===== config.mk =====
export PLATFORM = sky130hd
export DESIGN_NAME = slpc_top
export DESIGN_NICKNAME = d
export VERILOG_FILES = /design/src/logic/slpc_pkg.sv /design/src/logic/slpc_lane_chk.sv /design/src/logic/slpc_sync_pulse.sv /design/src/logic/slpc_top.sv
export SDC_FILE = /design/constraint.sdc
export NUM_CORES = 2
export LEC_CHECK = 0
export ABC_AREA = 1
export BUFFER_PORTS_ARGS = -buffer_cell sky130_fd_sc_hd__buf_2
export CORE_ASPECT_RATIO = 0.9
export CORE_MARGIN = 2
export CORE_UTILIZATION = 43
export DETAILED_ROUTE_END_ITERATION = 10
export PLACE_DENSITY = 0.6
export SKIP_LAST_GASP = 1
export SYNTH_ARGS = -nofsm -noshare
export SYNTH_HDL_FRONTEND = slang
export SYNTH_SLANG_ARGS = --single-unit

===== constraint.sdc =====
create_clock -name clk -period 2.2 [get_ports clk]
set_clock_uncertainty 0.2 [all_clocks]
set_input_delay 0.22 -clock clk [delete_from_list [all_inputs] [get_ports clk]]
set_output_delay 0.22 -clock clk [all_outputs]
set_load 0.01 [all_outputs]

===== src/logic/slpc_pkg.sv =====
package slpc_pkg;

  // ----------------------------------------
  // register indices, byte address = 4 * index
  // ----------------------------------------
  localparam logic [9:0] IDX_SYNC_CFG = 10'h312;
  localparam logic [9:0] IDX_LANE_EN  = 10'h315;
  localparam logic [9:0] IDX_CTRL     = 10'h316;
  localparam logic [9:0] IDX_THR_LO   = 10'h317;
  localparam logic [9:0] IDX_THR_MID  = 10'h318;
  localparam logic [9:0] IDX_THR_HI   = 10'h319;
  localparam logic [9:0] IDX_CNT_LO   = 10'h31a;
  localparam logic [9:0] IDX_CNT_MID  = 10'h31b;
  localparam logic [9:0] IDX_CNT_HI   = 10'h31c;
  localparam logic [9:0] IDX_PASS     = 10'h31d;

  // ----------------------------------------
  // field positions and reset values
  // ----------------------------------------
  localparam int         CTL_SEL_LSB  = 4;
  localparam int         CTL_PAT_LSB  = 2;
  localparam int         CTL_RUN_BIT  = 1;
  localparam int         CTL_CLR_BIT  = 0;
  localparam int         SYNC_LEN_LSB = 4;
  localparam logic [7:0] RST_BYTE     = 8'h00;
  localparam logic [7:0] RST_PASS     = 8'hff;
  localparam logic [7:0] CTL_RW_MASK  = 8'h7f;
  localparam logic [1:0] RESP_OKAY    = 2'h0;
  localparam logic [1:0] RESP_SLVERR  = 2'h2;
  localparam logic [23:0] CNT_MAX     = 24'hffffff;

  // ----------------------------------------
  // patterns, orders and test states
  // ----------------------------------------
  localparam logic [1:0] PAT_PRBS7    = 2'h0;
  localparam logic [1:0] PAT_PRBS15   = 2'h1;
  localparam logic [1:0] PAT_PRBS31   = 2'h2;
  localparam logic [4:0] ORD_PRBS7    = 5'h07;
  localparam logic [4:0] ORD_PRBS15   = 5'h0f;
  localparam logic [4:0] ORD_PRBS31   = 5'h1f;

  typedef enum logic [1:0] {
    BT_IDLE = 2'h0,
    BT_RUN  = 2'h1,
    BT_HOLD = 2'h3
  } slpc_bt_t;

  // ----------------------------------------
  // carriers and state records
  // ----------------------------------------
  typedef struct packed {
    logic [7:0]  lane_en;
    logic        run;
    logic        clr;
    logic [1:0]  pat;
    logic [23:0] thr;
  } slpc_cfg_t;

  typedef struct packed {
    logic [30:0] sh;
    logic [4:0]  fill;
    logic [23:0] cnt;
  } slpc_lane_t;

  typedef struct packed {
    logic [4:0] left;
    logic       req_n;
  } slpc_sync_t;

endpackage


===== src/logic/slpc_lane_chk.sv =====
`timescale 1ns/10ps
module slpc_lane_chk (
  // clock and reset
  input  wire logic              clk,
  input  wire logic              sys_rst,
  // control
  input  wire slpc_pkg::slpc_cfg_t cfg,
  input  wire logic              en,
  input  wire logic              active,
  // received bit, already synchronised
  input  wire logic              rx_bit,
  // result
  output logic [23:0]            err_cnt,
  output logic                   pass
);

  function automatic logic [4:0] pat_order(input logic [1:0] p);
    case (p)
      slpc_pkg::PAT_PRBS7:  pat_order = slpc_pkg::ORD_PRBS7;
      slpc_pkg::PAT_PRBS15: pat_order = slpc_pkg::ORD_PRBS15;
      default:              pat_order = slpc_pkg::ORD_PRBS31;
    endcase
  endfunction

  slpc_pkg::slpc_lane_t s_r;
  slpc_pkg::slpc_lane_t s_nxt;
  logic                 pred;

  // ----------------------------------------
  // self-synchronising checker
  // ----------------------------------------
  always_comb begin
    s_nxt = s_r;
    case (cfg.pat)
      slpc_pkg::PAT_PRBS7:  pred = s_r.sh[6] ^ s_r.sh[5];
      slpc_pkg::PAT_PRBS15: pred = s_r.sh[14] ^ s_r.sh[13];
      default:              pred = s_r.sh[30] ^ s_r.sh[27];
    endcase
    if (cfg.clr) begin
      s_nxt = '0;
    end else if (en && active) begin
      s_nxt.sh = {s_r.sh[29:0], rx_bit};
      // first bits only seed the predictor
      if (s_r.fill < pat_order(cfg.pat)) begin
        s_nxt.fill = s_r.fill + 5'h01;
      end else if (rx_bit != pred && s_r.cnt != slpc_pkg::CNT_MAX) begin
        s_nxt.cnt = s_r.cnt + 24'h000001;
      end
    end
  end

  always_ff @(posedge clk) begin
    if (sys_rst) begin
      s_r <= '0;
    end else begin
      s_r <= s_nxt;
    end
  end

  assign err_cnt = s_r.cnt;
  assign pass    = (s_r.cnt <= cfg.thr);

endmodule


===== src/logic/slpc_sync_pulse.sv =====
`timescale 1ns/10ps
module slpc_sync_pulse (
  // clock and reset
  input  wire logic       clk,
  input  wire logic       sys_rst,
  // request and length
  input  wire logic       err_evt,
  input  wire logic [3:0] len,
  // line, low while reporting
  output logic            req_n
);

  slpc_pkg::slpc_sync_t s_r;
  slpc_pkg::slpc_sync_t s_nxt;

  // ----------------------------------------
  // one clk is half a processing cycle
  // ----------------------------------------
  always_comb begin
    s_nxt = s_r;
    if (s_r.left != 5'h00) begin
      s_nxt.left = s_r.left - 5'h01;
      s_nxt.req_n = (s_r.left == 5'h01);
    end else if (err_evt) begin
      // events during a pulse merge into it
      s_nxt.left = {len, 1'b1};
      s_nxt.req_n = 1'b0;
    end
  end

  always_ff @(posedge clk) begin
    if (sys_rst) begin
      s_r <= '{left: 5'h00, req_n: 1'b1};
    end else begin
      s_r <= s_nxt;
    end
  end

  assign req_n = s_r.req_n;

endmodule


===== src/logic/slpc_top.sv =====
// Operation
// sync request held low (0.5 + code) processing cycles per error report
// one length setting serves both sync request outputs
// lane checkers idle unless their enable bit is set
// 3-bit selector picks which lane count is reported
// pattern select 00 PRBS7, 01 PRBS15, 10 PRBS31, 11 unused
// checking and counting only while run bit is one
// clear bit holds state machine and counters in reset
// threshold low byte at 0x317, middle byte at 0x318
// threshold upper byte at 0x319
// selected count readable as three bytes, low byte first
// per-lane pass flags read-only, reset to all ones
// saturating 24-bit mismatch count, fail when above threshold
`timescale 1ns/10ps
module slpc_top (
  // clock and reset
  input  wire logic        clk,
  input  wire logic        sys_rst,
  // axi4-lite write address
  input  wire logic [11:0] s_axi_awaddr,
  input  wire logic        s_axi_awvalid,
  output logic             s_axi_awready,
  // axi4-lite write data
  input  wire logic [31:0] s_axi_wdata,
  input  wire logic [3:0]  s_axi_wstrb,
  input  wire logic        s_axi_wvalid,
  output logic             s_axi_wready,
  // axi4-lite write response
  output logic [1:0]       s_axi_bresp,
  output logic             s_axi_bvalid,
  input  wire logic        s_axi_bready,
  // axi4-lite read address
  input  wire logic [11:0] s_axi_araddr,
  input  wire logic        s_axi_arvalid,
  output logic             s_axi_arready,
  // axi4-lite read data
  output logic [31:0]      s_axi_rdata,
  output logic [1:0]       s_axi_rresp,
  output logic             s_axi_rvalid,
  input  wire logic        s_axi_rready,
  // serial lanes, one bit per clock each
  input  wire logic [7:0]  lane_serial_in,
  // sync error events from link logic
  input  wire logic        link0_sync_error,
  input  wire logic        link1_sync_error,
  // sync request lines, active low
  output logic             link0_sync_request_out_n,
  output logic             link1_sync_request_out_n
);

  // ----------------------------------------
  // state record
  // ----------------------------------------
  typedef struct packed {
    logic             aw_hold;
    logic [9:0]       aw_idx;
    logic             aw_bad;
    logic             w_hold;
    logic [7:0]       w_byte;
    logic             w_lane0;
    logic             awrdy;
    logic             wrdy;
    logic             bvalid;
    logic [1:0]       bresp;
    logic             arrdy;
    logic             rvalid;
    logic [7:0]       rdata;
    logic [1:0]       rresp;
    logic [7:0]       lane_en;
    logic [7:0]       ctrl;
    logic [23:0]      thr;
    logic [7:0]       sync_cfg;
    slpc_pkg::slpc_bt_t bt;
    logic [7:0]       rx_meta;
    logic [7:0]       rx_sync;
  } slpc_top_t;

  slpc_top_t            s_r;
  slpc_top_t            s_nxt;
  slpc_pkg::slpc_cfg_t  cfg;
  logic [23:0]          lane_cnt [8];
  logic [7:0]           lane_pass;
  logic [23:0]          sel_cnt;
  logic                 bt_active;

  // ----------------------------------------
  // helpers
  // ----------------------------------------
  function automatic logic [9:0] reg_idx(input logic [11:0] a);
    reg_idx = a[11:2];
  endfunction

  function automatic logic is_mapped(input logic [11:0] a);
    logic [9:0] i;
    i = reg_idx(a);
    is_mapped = 1'b0;
    if (a[1:0] == 2'h0) begin
      case (i)
        slpc_pkg::IDX_SYNC_CFG,
        slpc_pkg::IDX_LANE_EN,
        slpc_pkg::IDX_CTRL,
        slpc_pkg::IDX_THR_LO,
        slpc_pkg::IDX_THR_MID,
        slpc_pkg::IDX_THR_HI,
        slpc_pkg::IDX_CNT_LO,
        slpc_pkg::IDX_CNT_MID,
        slpc_pkg::IDX_CNT_HI,
        slpc_pkg::IDX_PASS: begin
          is_mapped = 1'b1;
        end
        default: begin
          is_mapped = 1'b0;
        end
      endcase
    end
  endfunction

  // ----------------------------------------
  // configuration seen by the lanes
  // ----------------------------------------
  always_comb begin
    cfg.lane_en = s_r.lane_en;
    cfg.run     = s_r.ctrl[slpc_pkg::CTL_RUN_BIT];
    cfg.clr     = s_r.ctrl[slpc_pkg::CTL_CLR_BIT];
    cfg.pat     = s_r.ctrl[slpc_pkg::CTL_PAT_LSB +: 2];
    cfg.thr     = s_r.thr;
  end

  assign bt_active = (s_r.bt == slpc_pkg::BT_RUN);

  // ----------------------------------------
  // lane checkers
  // ----------------------------------------
  for (genvar g = 0; g < 8; g++) begin : g_lane
    slpc_lane_chk u_chk (
      .clk     (clk),
      .sys_rst (sys_rst),
      .cfg     (cfg),
      .en      (s_r.lane_en[g]),
      .active  (bt_active),
      .rx_bit  (s_r.rx_sync[g]),
      .err_cnt (lane_cnt[g]),
      .pass    (lane_pass[g])
    );
  end

  assign sel_cnt = lane_cnt[s_r.ctrl[slpc_pkg::CTL_SEL_LSB +: 3]];

  // ----------------------------------------
  // sync request pulse generators
  // ----------------------------------------
  // both share one length field
  slpc_sync_pulse u_sync0 (
    .clk     (clk),
    .sys_rst (sys_rst),
    .err_evt (link0_sync_error),
    .len     (s_r.sync_cfg[slpc_pkg::SYNC_LEN_LSB +: 4]),
    .req_n   (link0_sync_request_out_n)
  );

  slpc_sync_pulse u_sync1 (
    .clk     (clk),
    .sys_rst (sys_rst),
    .err_evt (link1_sync_error),
    .len     (s_r.sync_cfg[slpc_pkg::SYNC_LEN_LSB +: 4]),
    .req_n   (link1_sync_request_out_n)
  );

  // ----------------------------------------
  // next state
  // ----------------------------------------
  always_comb begin
    s_nxt = s_r;

    // lane pins cross in through two flops
    s_nxt.rx_meta = lane_serial_in;
    s_nxt.rx_sync = s_r.rx_meta;

    // test state machine
    case (s_r.bt)
      slpc_pkg::BT_IDLE: begin
        if (cfg.run) begin
          s_nxt.bt = slpc_pkg::BT_RUN;
        end
      end
      slpc_pkg::BT_RUN: begin
        if (!cfg.run) begin
          s_nxt.bt = slpc_pkg::BT_HOLD;
        end
      end
      slpc_pkg::BT_HOLD: begin
        if (cfg.run) begin
          s_nxt.bt = slpc_pkg::BT_RUN;
        end
      end
      default: begin
        s_nxt.bt = slpc_pkg::BT_IDLE;
      end
    endcase
    if (cfg.clr) begin
      s_nxt.bt = slpc_pkg::BT_IDLE;
    end

    // write address and data, either order
    if (s_axi_awvalid && s_r.awrdy) begin
      s_nxt.aw_hold = 1'b1;
      s_nxt.aw_idx  = reg_idx(s_axi_awaddr);
      s_nxt.aw_bad  = !is_mapped(s_axi_awaddr);
    end
    if (s_axi_wvalid && s_r.wrdy) begin
      s_nxt.w_hold  = 1'b1;
      s_nxt.w_byte  = s_axi_wdata[7:0];
      s_nxt.w_lane0 = s_axi_wstrb[0];
    end

    // response retires before the next write
    if (s_r.bvalid && s_axi_bready) begin
      s_nxt.bvalid = 1'b0;
    end

    if (s_r.aw_hold && s_r.w_hold && !s_r.bvalid) begin
      s_nxt.aw_hold = 1'b0;
      s_nxt.w_hold  = 1'b0;
      s_nxt.bvalid  = 1'b1;
      s_nxt.bresp   = s_r.aw_bad ? slpc_pkg::RESP_SLVERR : slpc_pkg::RESP_OKAY;
      if (!s_r.aw_bad && s_r.w_lane0) begin
        case (s_r.aw_idx)
          slpc_pkg::IDX_SYNC_CFG: begin
            s_nxt.sync_cfg = s_r.w_byte;
          end
          slpc_pkg::IDX_LANE_EN: begin
            s_nxt.lane_en = s_r.w_byte;
          end
          slpc_pkg::IDX_CTRL: begin
            s_nxt.ctrl = s_r.w_byte & slpc_pkg::CTL_RW_MASK;
          end
          slpc_pkg::IDX_THR_LO: begin
            s_nxt.thr[7:0] = s_r.w_byte;
          end
          slpc_pkg::IDX_THR_MID: begin
            s_nxt.thr[15:8] = s_r.w_byte;
          end
          slpc_pkg::IDX_THR_HI: begin
            s_nxt.thr[23:16] = s_r.w_byte;
          end
          default: begin
            // read-only targets ignore writes
            s_nxt.thr = s_r.thr;
          end
        endcase
      end
    end

    s_nxt.awrdy = !s_nxt.aw_hold && !s_nxt.bvalid;
    s_nxt.wrdy  = !s_nxt.w_hold && !s_nxt.bvalid;

    // read channel, one outstanding
    if (s_r.rvalid && s_axi_rready) begin
      s_nxt.rvalid = 1'b0;
    end
    if (s_axi_arvalid && s_r.arrdy) begin
      s_nxt.rvalid = 1'b1;
      s_nxt.rresp  = is_mapped(s_axi_araddr) ? slpc_pkg::RESP_OKAY : slpc_pkg::RESP_SLVERR;
      case (reg_idx(s_axi_araddr))
        slpc_pkg::IDX_SYNC_CFG: s_nxt.rdata = s_r.sync_cfg;
        slpc_pkg::IDX_LANE_EN:  s_nxt.rdata = s_r.lane_en;
        slpc_pkg::IDX_CTRL:     s_nxt.rdata = s_r.ctrl;
        slpc_pkg::IDX_THR_LO:   s_nxt.rdata = s_r.thr[7:0];
        slpc_pkg::IDX_THR_MID:  s_nxt.rdata = s_r.thr[15:8];
        slpc_pkg::IDX_THR_HI:   s_nxt.rdata = s_r.thr[23:16];
        slpc_pkg::IDX_CNT_LO:   s_nxt.rdata = sel_cnt[7:0];
        slpc_pkg::IDX_CNT_MID:  s_nxt.rdata = sel_cnt[15:8];
        slpc_pkg::IDX_CNT_HI:   s_nxt.rdata = sel_cnt[23:16];
        slpc_pkg::IDX_PASS:     s_nxt.rdata = lane_pass;
        default:                s_nxt.rdata = slpc_pkg::RST_BYTE;
      endcase
      if (s_axi_araddr[1:0] != 2'h0) begin
        s_nxt.rdata = slpc_pkg::RST_BYTE;
      end
    end
    s_nxt.arrdy = !s_nxt.rvalid;
  end

  // ----------------------------------------
  // registers
  // ----------------------------------------
  always_ff @(posedge clk) begin
    if (sys_rst) begin
      s_r          <= '0;
      s_r.bt       <= slpc_pkg::BT_IDLE;
      s_r.awrdy    <= 1'b1;
      s_r.wrdy     <= 1'b1;
      s_r.arrdy    <= 1'b1;
      s_r.lane_en  <= slpc_pkg::RST_BYTE;
      s_r.ctrl     <= slpc_pkg::RST_BYTE;
      s_r.sync_cfg <= slpc_pkg::RST_BYTE;
    end else begin
      s_r <= s_nxt;
    end
  end

  // ----------------------------------------
  // outputs
  // ----------------------------------------
  assign s_axi_awready = s_r.awrdy;
  assign s_axi_wready  = s_r.wrdy;
  assign s_axi_bvalid  = s_r.bvalid;
  assign s_axi_bresp   = s_r.bresp;
  assign s_axi_arready = s_r.arrdy;
  assign s_axi_rvalid  = s_r.rvalid;
  assign s_axi_rresp   = s_r.rresp;
  assign s_axi_rdata   = {24'h000000, s_r.rdata};

endmodule


Yosys cells after proc, flatten, opt, wreduce, memory -nomap -nowiden
Cells that the tools add are included.

storage, ports and cells
  register bits = 596
  input port bits = 77
  output and inout port bits = 43
  logic and storage cells = 290

operators by class
  add/subtract/negate cells = 18
  order comparisons = 17
  equality and inequality tests = 49
  muxes and demuxes = 53
  bitwise operators = 33
  reductions and logical operators = 69

operator list
  cell                                            count
  == test 10 bit (second input constant)          26
  adder 24 x 1 -> 24 bit (second input constant)  8
  <= comparator 24 bit                            8
  inequality test 24 bit (second input constant)  8
  2-to-1 mux 5 bit                                16
  case mux 8 bit (10 select lines)                1
  binary-select mux 24 bit (select 3 bit)         1
  2-to-1 mux 24 bit                               2
  AND reduction 3 bit                             14
  adder 5 x 1 -> 5 bit (second input constant)    8
  < comparator 5 bit                              8
  logical AND 1 bit                               26
  2-to-1 mux 6 bit                                4
  XOR 1 bit                                       24
  OR reduction 10 bit                             2
  AND reduction 2 bit                             9
  case mux 1 bit (2 select lines)                 8
  2-to-1 mux 12 bit                               1
  2-to-1 mux 11 bit                               1
  == test 5 x 1 -> 1 bit (second input constant)  2
  2-to-1 mux 1 bit                                10
  2-to-1 mux 10 bit                               1
  case mux 5 bit (2 select lines)                 1
  nonzero test 5 bit                              2
  other kinds (17)                                48

Longest topological paths before layout
  depth in word-level cells = 10
  gate-level depth with buffers = 16
  mapped depth without buffers = 16

By module
Synthesis repeated with hierarchy kept, for this count alone.

second synthesis, totals
  cell total of the unflattened synthesis = 5639
  area total of the unflattened synthesis = 37828.8 um^2

by module, submodules not included
  module                               instances  cells an instance  area each (um^2)  seq. area each (um^2)
  slpc_lane_chk (g_lane[1].u_chk ...)  6          542                3733.6            1201.2
  slpc_top                             1          1181               7126.8            2042.0
  slpc_lane_chk (g_lane[0].u_chk)      1          549                3758.6            1201.2
  slpc_lane_chk (g_lane[6].u_chk)      1          549                3751.1            1201.2
  slpc_sync_pulse                      2          54                 395.4             120.1

Least setup slack after synthesis
No wires, ideal clock.

  path type = reg-to-reg
  start point = register s_r (netlist bit cfg[25])
  end point = register g_lane[7].u_chk.s_r[28] in the netlist's numbering
  setup time = 70 ps
  arrival = 1836 ps
  required time = 1930 ps
  slack = 94 ps
  cell stages (with the launch flop) = 13
  buffers on the path = 1
  period minus slack after synthesis = 2106 ps
  cells stage by stage = dfxtp_1 -> buf_6 -> nor2_4 -> ha_1 -> inv_1 -> nor2_1 -> o21ai_0 -> nand2_1 -> nor2_1 -> nand3_1 -> nor2_1 -> o21ai_0 -> a21oi_1

on the way
  word-level cells in the longest chain between the ends = 6
  elaborated cells between the ends (all ways) = 7
  classes of those cells = order compare (1); eq/ne (1); mux (3); reduce/logical (2)

RTL lines
  element                                                      RTL line             text
  start: declaration                                           slpc_top.sv:78       slpc_top_t s_r;
  start signal: assignment                                     slpc_top.sv:298      s_r <= s_nxt;
  == test 2 x 1 -> 1 bit or logical NOT 2 bit (tied branches)  slpc_lane_chk.sv:18  case (p)
  case mux 5 bit (2 select lines) (*)                          slpc_lane_chk.sv:18
  2-to-1 mux 5 bit (*)                                         slpc_lane_chk.sv:41  end else if (en && active) begin
  2-to-1 mux 5 bit (*)                                         slpc_lane_chk.sv:39  if (cfg.clr) begin
  < comparator 5 bit (*)                                       slpc_lane_chk.sv:44  if (s_r.fill < pat_order(cfg.pat)) begin
  AND reduction 2 bit (no source line) (*)                     -
  end signal: assignment                                       slpc_lane_chk.sv:56  s_r <= s_nxt;
  end: declaration                                             slpc_lane_chk.sv:25  slpc_pkg::slpc_lane_t s_r;

Every way passes the cells marked *; elsewhere a longest branch is shown, timed or not. The select of a mux whose other input is x is not followed.
A chain may end at the register's enable or synchronous reset.

Worst setup path after layout
  start point = register s_r (netlist bit cfg[24])
  end point = register g_lane[1].u_chk.s_r (netlist bit g_lane[1].u_chk.err_cnt[21])

on the way
  word-level cells in the longest chain between the ends = 7
  elaborated cells between the ends (all ways) = 11
  classes of those cells = order compare (1); eq/ne (2); mux (4); bitwise (1); reduce/logical (3)

RTL lines
  element                                                      RTL line
  == test 2 x 1 -> 1 bit or logical NOT 2 bit (tied branches)  slpc_lane_chk.sv:18, slpc_lane_chk.sv:34
  case mux 5 bit (2 select lines)                              slpc_lane_chk.sv:18
  2-to-1 mux 5 bit                                             slpc_lane_chk.sv:41
  2-to-1 mux 5 bit                                             slpc_lane_chk.sv:39
  < comparator 5 bit                                           slpc_lane_chk.sv:44
  inverter 1 bit (no source line)                              -
  AND reduction 3 bit (no source line) (*)                     -
  end signal: assignment                                       slpc_lane_chk.sv:56
  end: declaration                                             slpc_lane_chk.sv:25

Marked as above.

==> impl_metrics.env <==
export IMPL_path_cells="nor2_4 > buf_12 > buf_8 > ha_4 > nand4_1 > nand2_1 > nand3_2 > nor2_4 > buf_12 > clkbuf_16 > nand2_4 > a21oi_2"
export IMPL_period_needed_ns=2.34
export IMPL_seq_area_frac_synth=0.352
export IMPL_ant_nets=0
export IMPL_hpwl_um=81900
export IMPL_ys_flop_type="dfxtp_1"
export IMPL_place_gp_congestion=0.996
export IMPL_worstSetupPathType="reg -> reg"
export IMPL_crit_path_top_delay_cell="dfxtp_2"
export IMPL_drtIter0Drc=3094
export IMPL_max_freq_mhz=428
export IMPL_setup_slack_ns=-0.135
export IMPL_place_area_mm2=0.0383
export IMPL_layout_cells_non_filler=6553
export IMPL_rows=97
export IMPL_peakVddDrop_mv=0.535
export IMPL_netlist_instances=4967
export IMPL_syn_cell_area_mm2=0.0338
export IMPL_worstReg2RegEnd="g_lane[1].u_chk.err_cnt[21]$_SDFFE_PP0P_"
export IMPL_arrival_ns=2.68
export IMPL_hp_start="s_axi_araddr[2]"
export IMPL_leakagePower_nw=18.9
export IMPL_nFillCells=7234
export IMPL_grt_pass1_wl_um=175000
export IMPL_core_area_mm2=0.0778
export IMPL_drt_wirelength_per_cell_um=17.8
export IMPL_critPathLaunch="cfg[24]$_SDFFE_PP0P_"
export IMPL_synth_cell_type_count=48
export IMPL_clkTransAtPathRegs_ns=0.06
export IMPL_die_width_um=299
export IMPL_tightest_slew_ns=0.743
export IMPL_rsz0062_at_grt="yes"
export IMPL_clock_latency_ns=0.65
export IMPL_cts_tree="yes"
export IMPL_wl_met1_um=51300
export IMPL_maxCapViolations=0
export IMPL_required_ns=2.55
export IMPL_hp_class="in -> reg"
export IMPL_cts_buffers=68
export IMPL_path_max_fanout=7
export IMPL_synth_edf_count=0
export IMPL_reg2reg_slack_ns=-0.14
export IMPL_violations="negative setup slack"
export IMPL_ys_ff_latch=594
export IMPL_rr_startpoint="cfg[24]$_SDFFE_PP0P_"
export IMPL_setup_viol=121
export IMPL_slew_limit_headroom=0.503
export IMPL_die_area_mm2=0.0808
export IMPL_area_growth_synth_to_final_pct=32.3
export IMPL_crit_family="simple AND/OR/NAND/NOR gates"
export IMPL_syn_avg_cell_area_um2=6.80
export IMPL_startpoint_type="flip-flop"
export IMPL_nets=5769
export IMPL_whs_ns=0.123
export IMPL_ios=120
export IMPL_dp_cells=6319
export IMPL_cts_path_max_buffers=3
export IMPL_hold_depth=8
export IMPL_routed_via_count=34700
export IMPL_timing_final_crit_share=1.06
export IMPL_dr_pass1_iters=8
export IMPL_htree_levels=3
export IMPL_grt_usage=0.272
export IMPL_route_met2_wl_um=51300
export IMPL_cp_num_buf_inv=4
export IMPL_start_util=0.434
export IMPL_async_flop_share=0
export IMPL_die_h_um=270
export IMPL_finalHoldViolations=0
export IMPL_hold_end="s_axi_rdata[6]$_SDFFE_PP0P_"
export IMPL_critical_path_endpoint_type="flip-flop"
export IMPL_vias_per_cell=5.29
export IMPL_synth_top_area_cell="dfxtp_1"
export IMPL_met3WireLength_um=8760
export IMPL_rr_worst_depth=12
export IMPL_stdcell_area_mm2=0.0446
export IMPL_cts_root_buf="clkbuf_16"
export IMPL_final_util=0.574
export IMPL_antenna_found_initial=1
export IMPL_status="finished with violations"
export IMPL_power_density_mw_per_mm2=546
export IMPL_synth_area_top_cells="dfxtp_1 (35%), nand2_1 (12%), nor2_1 (9.3%), ha_1 (8.6%), o21ai_0 (5.9%)"
export IMPL_drv_slew=0
export IMPL_critical_path_max_stage_delay_ns=0.36
export IMPL_grt_max_degree=125
export IMPL_routed_wl_um=117000
export IMPL_cts_sinks=594
export IMPL_place_port_buffers=66
export IMPL_grt_pass1_vias=31400
export IMPL_drcViolationCount=0
export IMPL_drive_above_1_share=0.213
export IMPL_grt_overflow=0
export IMPL_top_layer_used="met4"
export IMPL_synth_top_area_frac=0.352
export IMPL_yosysWarnings=0
## worst min-delay path, cell delays in order
cell      delay, ns
buf_2          0.14
nor2_2         0.10
nand2_1        0.06
o211ai_1       0.10
nor2_1         0.14
nand2_1        0.06
nand2_1        0.05
a21oi_1        0.05
## worst max path at each step
stage | to | cells past startpoint
6_report | g_lane[1].u_chk.err_cnt[21]$_SDFFE_PP0P_ | 12
3_5_place_dp | g_lane[0].u_chk.err_cnt[9]$_SDFFE_PP0P_ | 10
4_1_cts | g_lane[1].u_chk.err_cnt[15]$_SDFFE_PP0P_ | 12
3_3_place_gp | g_lane[5].u_chk.err_cnt[17]$_SDFFE_PP0P_ | 10
2_1_floorplan | g_lane[7].u_chk.s_r[28]$_SDFFE_PP0P_ | 12
5_1_grt | g_lane[5].u_chk.err_cnt[16]$_SDFFE_PP0P_ | 13
## power by group
group | total [mW] | internal (mW) | switching (mW) | leakage (nW)
Combinational | 1.33 | 0.496 | 0.836 | 13.0
Clock | 12.0 | 7.04 | 4.98 | 1.14
Sequential | 11.0 | 10.9 | 0.124 | 4.81
## timing repair
action | CTS | global route
resized for setup | 129 | 523
cloned | 7 | 17
hold endpoints to repair | 67 | 0
setup buffers | 13 | 22
hold buffers | 60 | 0
endpoints found under the setup margin | 225 | 220
pin swaps | 23 | 192
## sequential cells by signal (all words and copies together) (netlist names)
signal	cells
s_axi_bvalid	1
s_axi_wready	1
s_axi_rresp	1
u_sync1.s_r	5
g_lane.u_chk.s_r	288
s_axi_arready	1
s_r	43
u_sync1.req_n	1
s_axi_rvalid	1
u_sync0.s_r	5
u_sync0.req_n	1
s_nxt	8
s_axi_awready	1
g_lane.u_chk.err_cnt	192
s_axi_rdata	8
s_axi_bresp	1
cfg	36
## through the flow
step / setup WS, ns / setup TNS [ns] / power, mW
floorplan: 0.0939 / 0 / 12.1
global placement: -0.217 / -22.43 / 12.4
detailed placement: -0.266 / -34.14 / 12.4
CTS: -0.0819 / -2.13 / 24.6
global route: -0.199 / -20.53 / 25.2
finish: -0.135 / -5.76 / 24.4
## synth_stat cells (9+ instances only)
| cell type | n |
|---|---|
| nand2_1 | 1043 |
| o211ai_1 | 20 |
| nor2_1 | 840 |
| a21o_1 | 9 |
| o21a_1 | 9 |
| nor4_1 | 20 |
| ha_1 | 231 |
| o21ai_1 | 11 |
| nor3_1 | 92 |
| buf_4 | 47 |
| nor2_2 | 12 |
| clkbuf_1 | 135 |
| buf_6 | 16 |
| xor2_1 | 139 |
| nand4_1 | 93 |
| buf_2 | 24 |
| dfxtp_1 | 594 |
| inv_1 | 433 |
| a211oi_1 | 12 |
| xnor2_1 | 17 |
| inv_2 | 18 |
| a21oi_1 | 383 |
| nor3b_1 | 10 |
| o21ai_0 | 401 |
| nand3_1 | 303 |
## cell families after synthesis
kind of cell	count (synthesis)	share of synthesized area
AOI/OAI and AO/OA	854	0.132
muxes	1	0.000334
adders and majority gates	231	0.0856
DFF	594	0.352
xor gates and xnor gates	156	0.0405
buffers and inverters	684	0.0859
other	1	0.000111
and+or+nand+nor	2446	0.304
## layout by cell type (no fill, tap or decap), drive strengths merged
cell type / netlist / final
clkinvlp: 0 / 4
or2: 4 / 4
nor2: 854 / 854
xnor2: 17 / 17
nand3b: 1 / 1
a211oi: 12 / 12
nand3: 307 / 307
dlygate4sd3: 0 / 60
nand2: 1050 / 1050
diode: 0 / 1
o21ai: 413 / 413
xor2: 139 / 139
conb: 1 / 26
mux2: 1 / 1
o211ai: 20 / 20
nor3: 104 / 104
nor4: 22 / 22
a311oi: 2 / 2
dfxtp: 594 / 594
ha: 231 / 231
a21o: 9 / 9
nand4: 93 / 93
clkinv: 1 / 16
nor3b: 10 / 10
a21oi: 384 / 384
o21bai: 1 / 1
buf: 94 / 552
bufinv: 0 / 6
a31oi: 1 / 1
o31ai: 3 / 3
inv: 454 / 455
or4: 1 / 1
clkbuf: 135 / 112
o21a: 9 / 9
## metal layers
layer	vias to the layer above	track usage
met5	-	0
li1	17200	-
met4	0	0.108
met1	16000	0.373
met2	1157	0.419
met3	294	0.0512
## area by class of cell
type / instances / area (um^2) / share of cell area
antenna: 1 / 2.50 / 0.0000560
clock buffer: 99 / 1980 / 0.0443
clock inverter: 23 / 392 / 0.00877
inverter: 455 / 1840 / 0.0411
multi-input combinational: 3714 / 21200 / 0.475
sequential: 594 / 11900 / 0.267
tap: 1039 / 1300 / 0.0291
timing repair buffer: 625 / 5940 / 0.133
timing repair inverter: 3 / 43.8 / 0.000981
(Power assumes the default switching activity.)
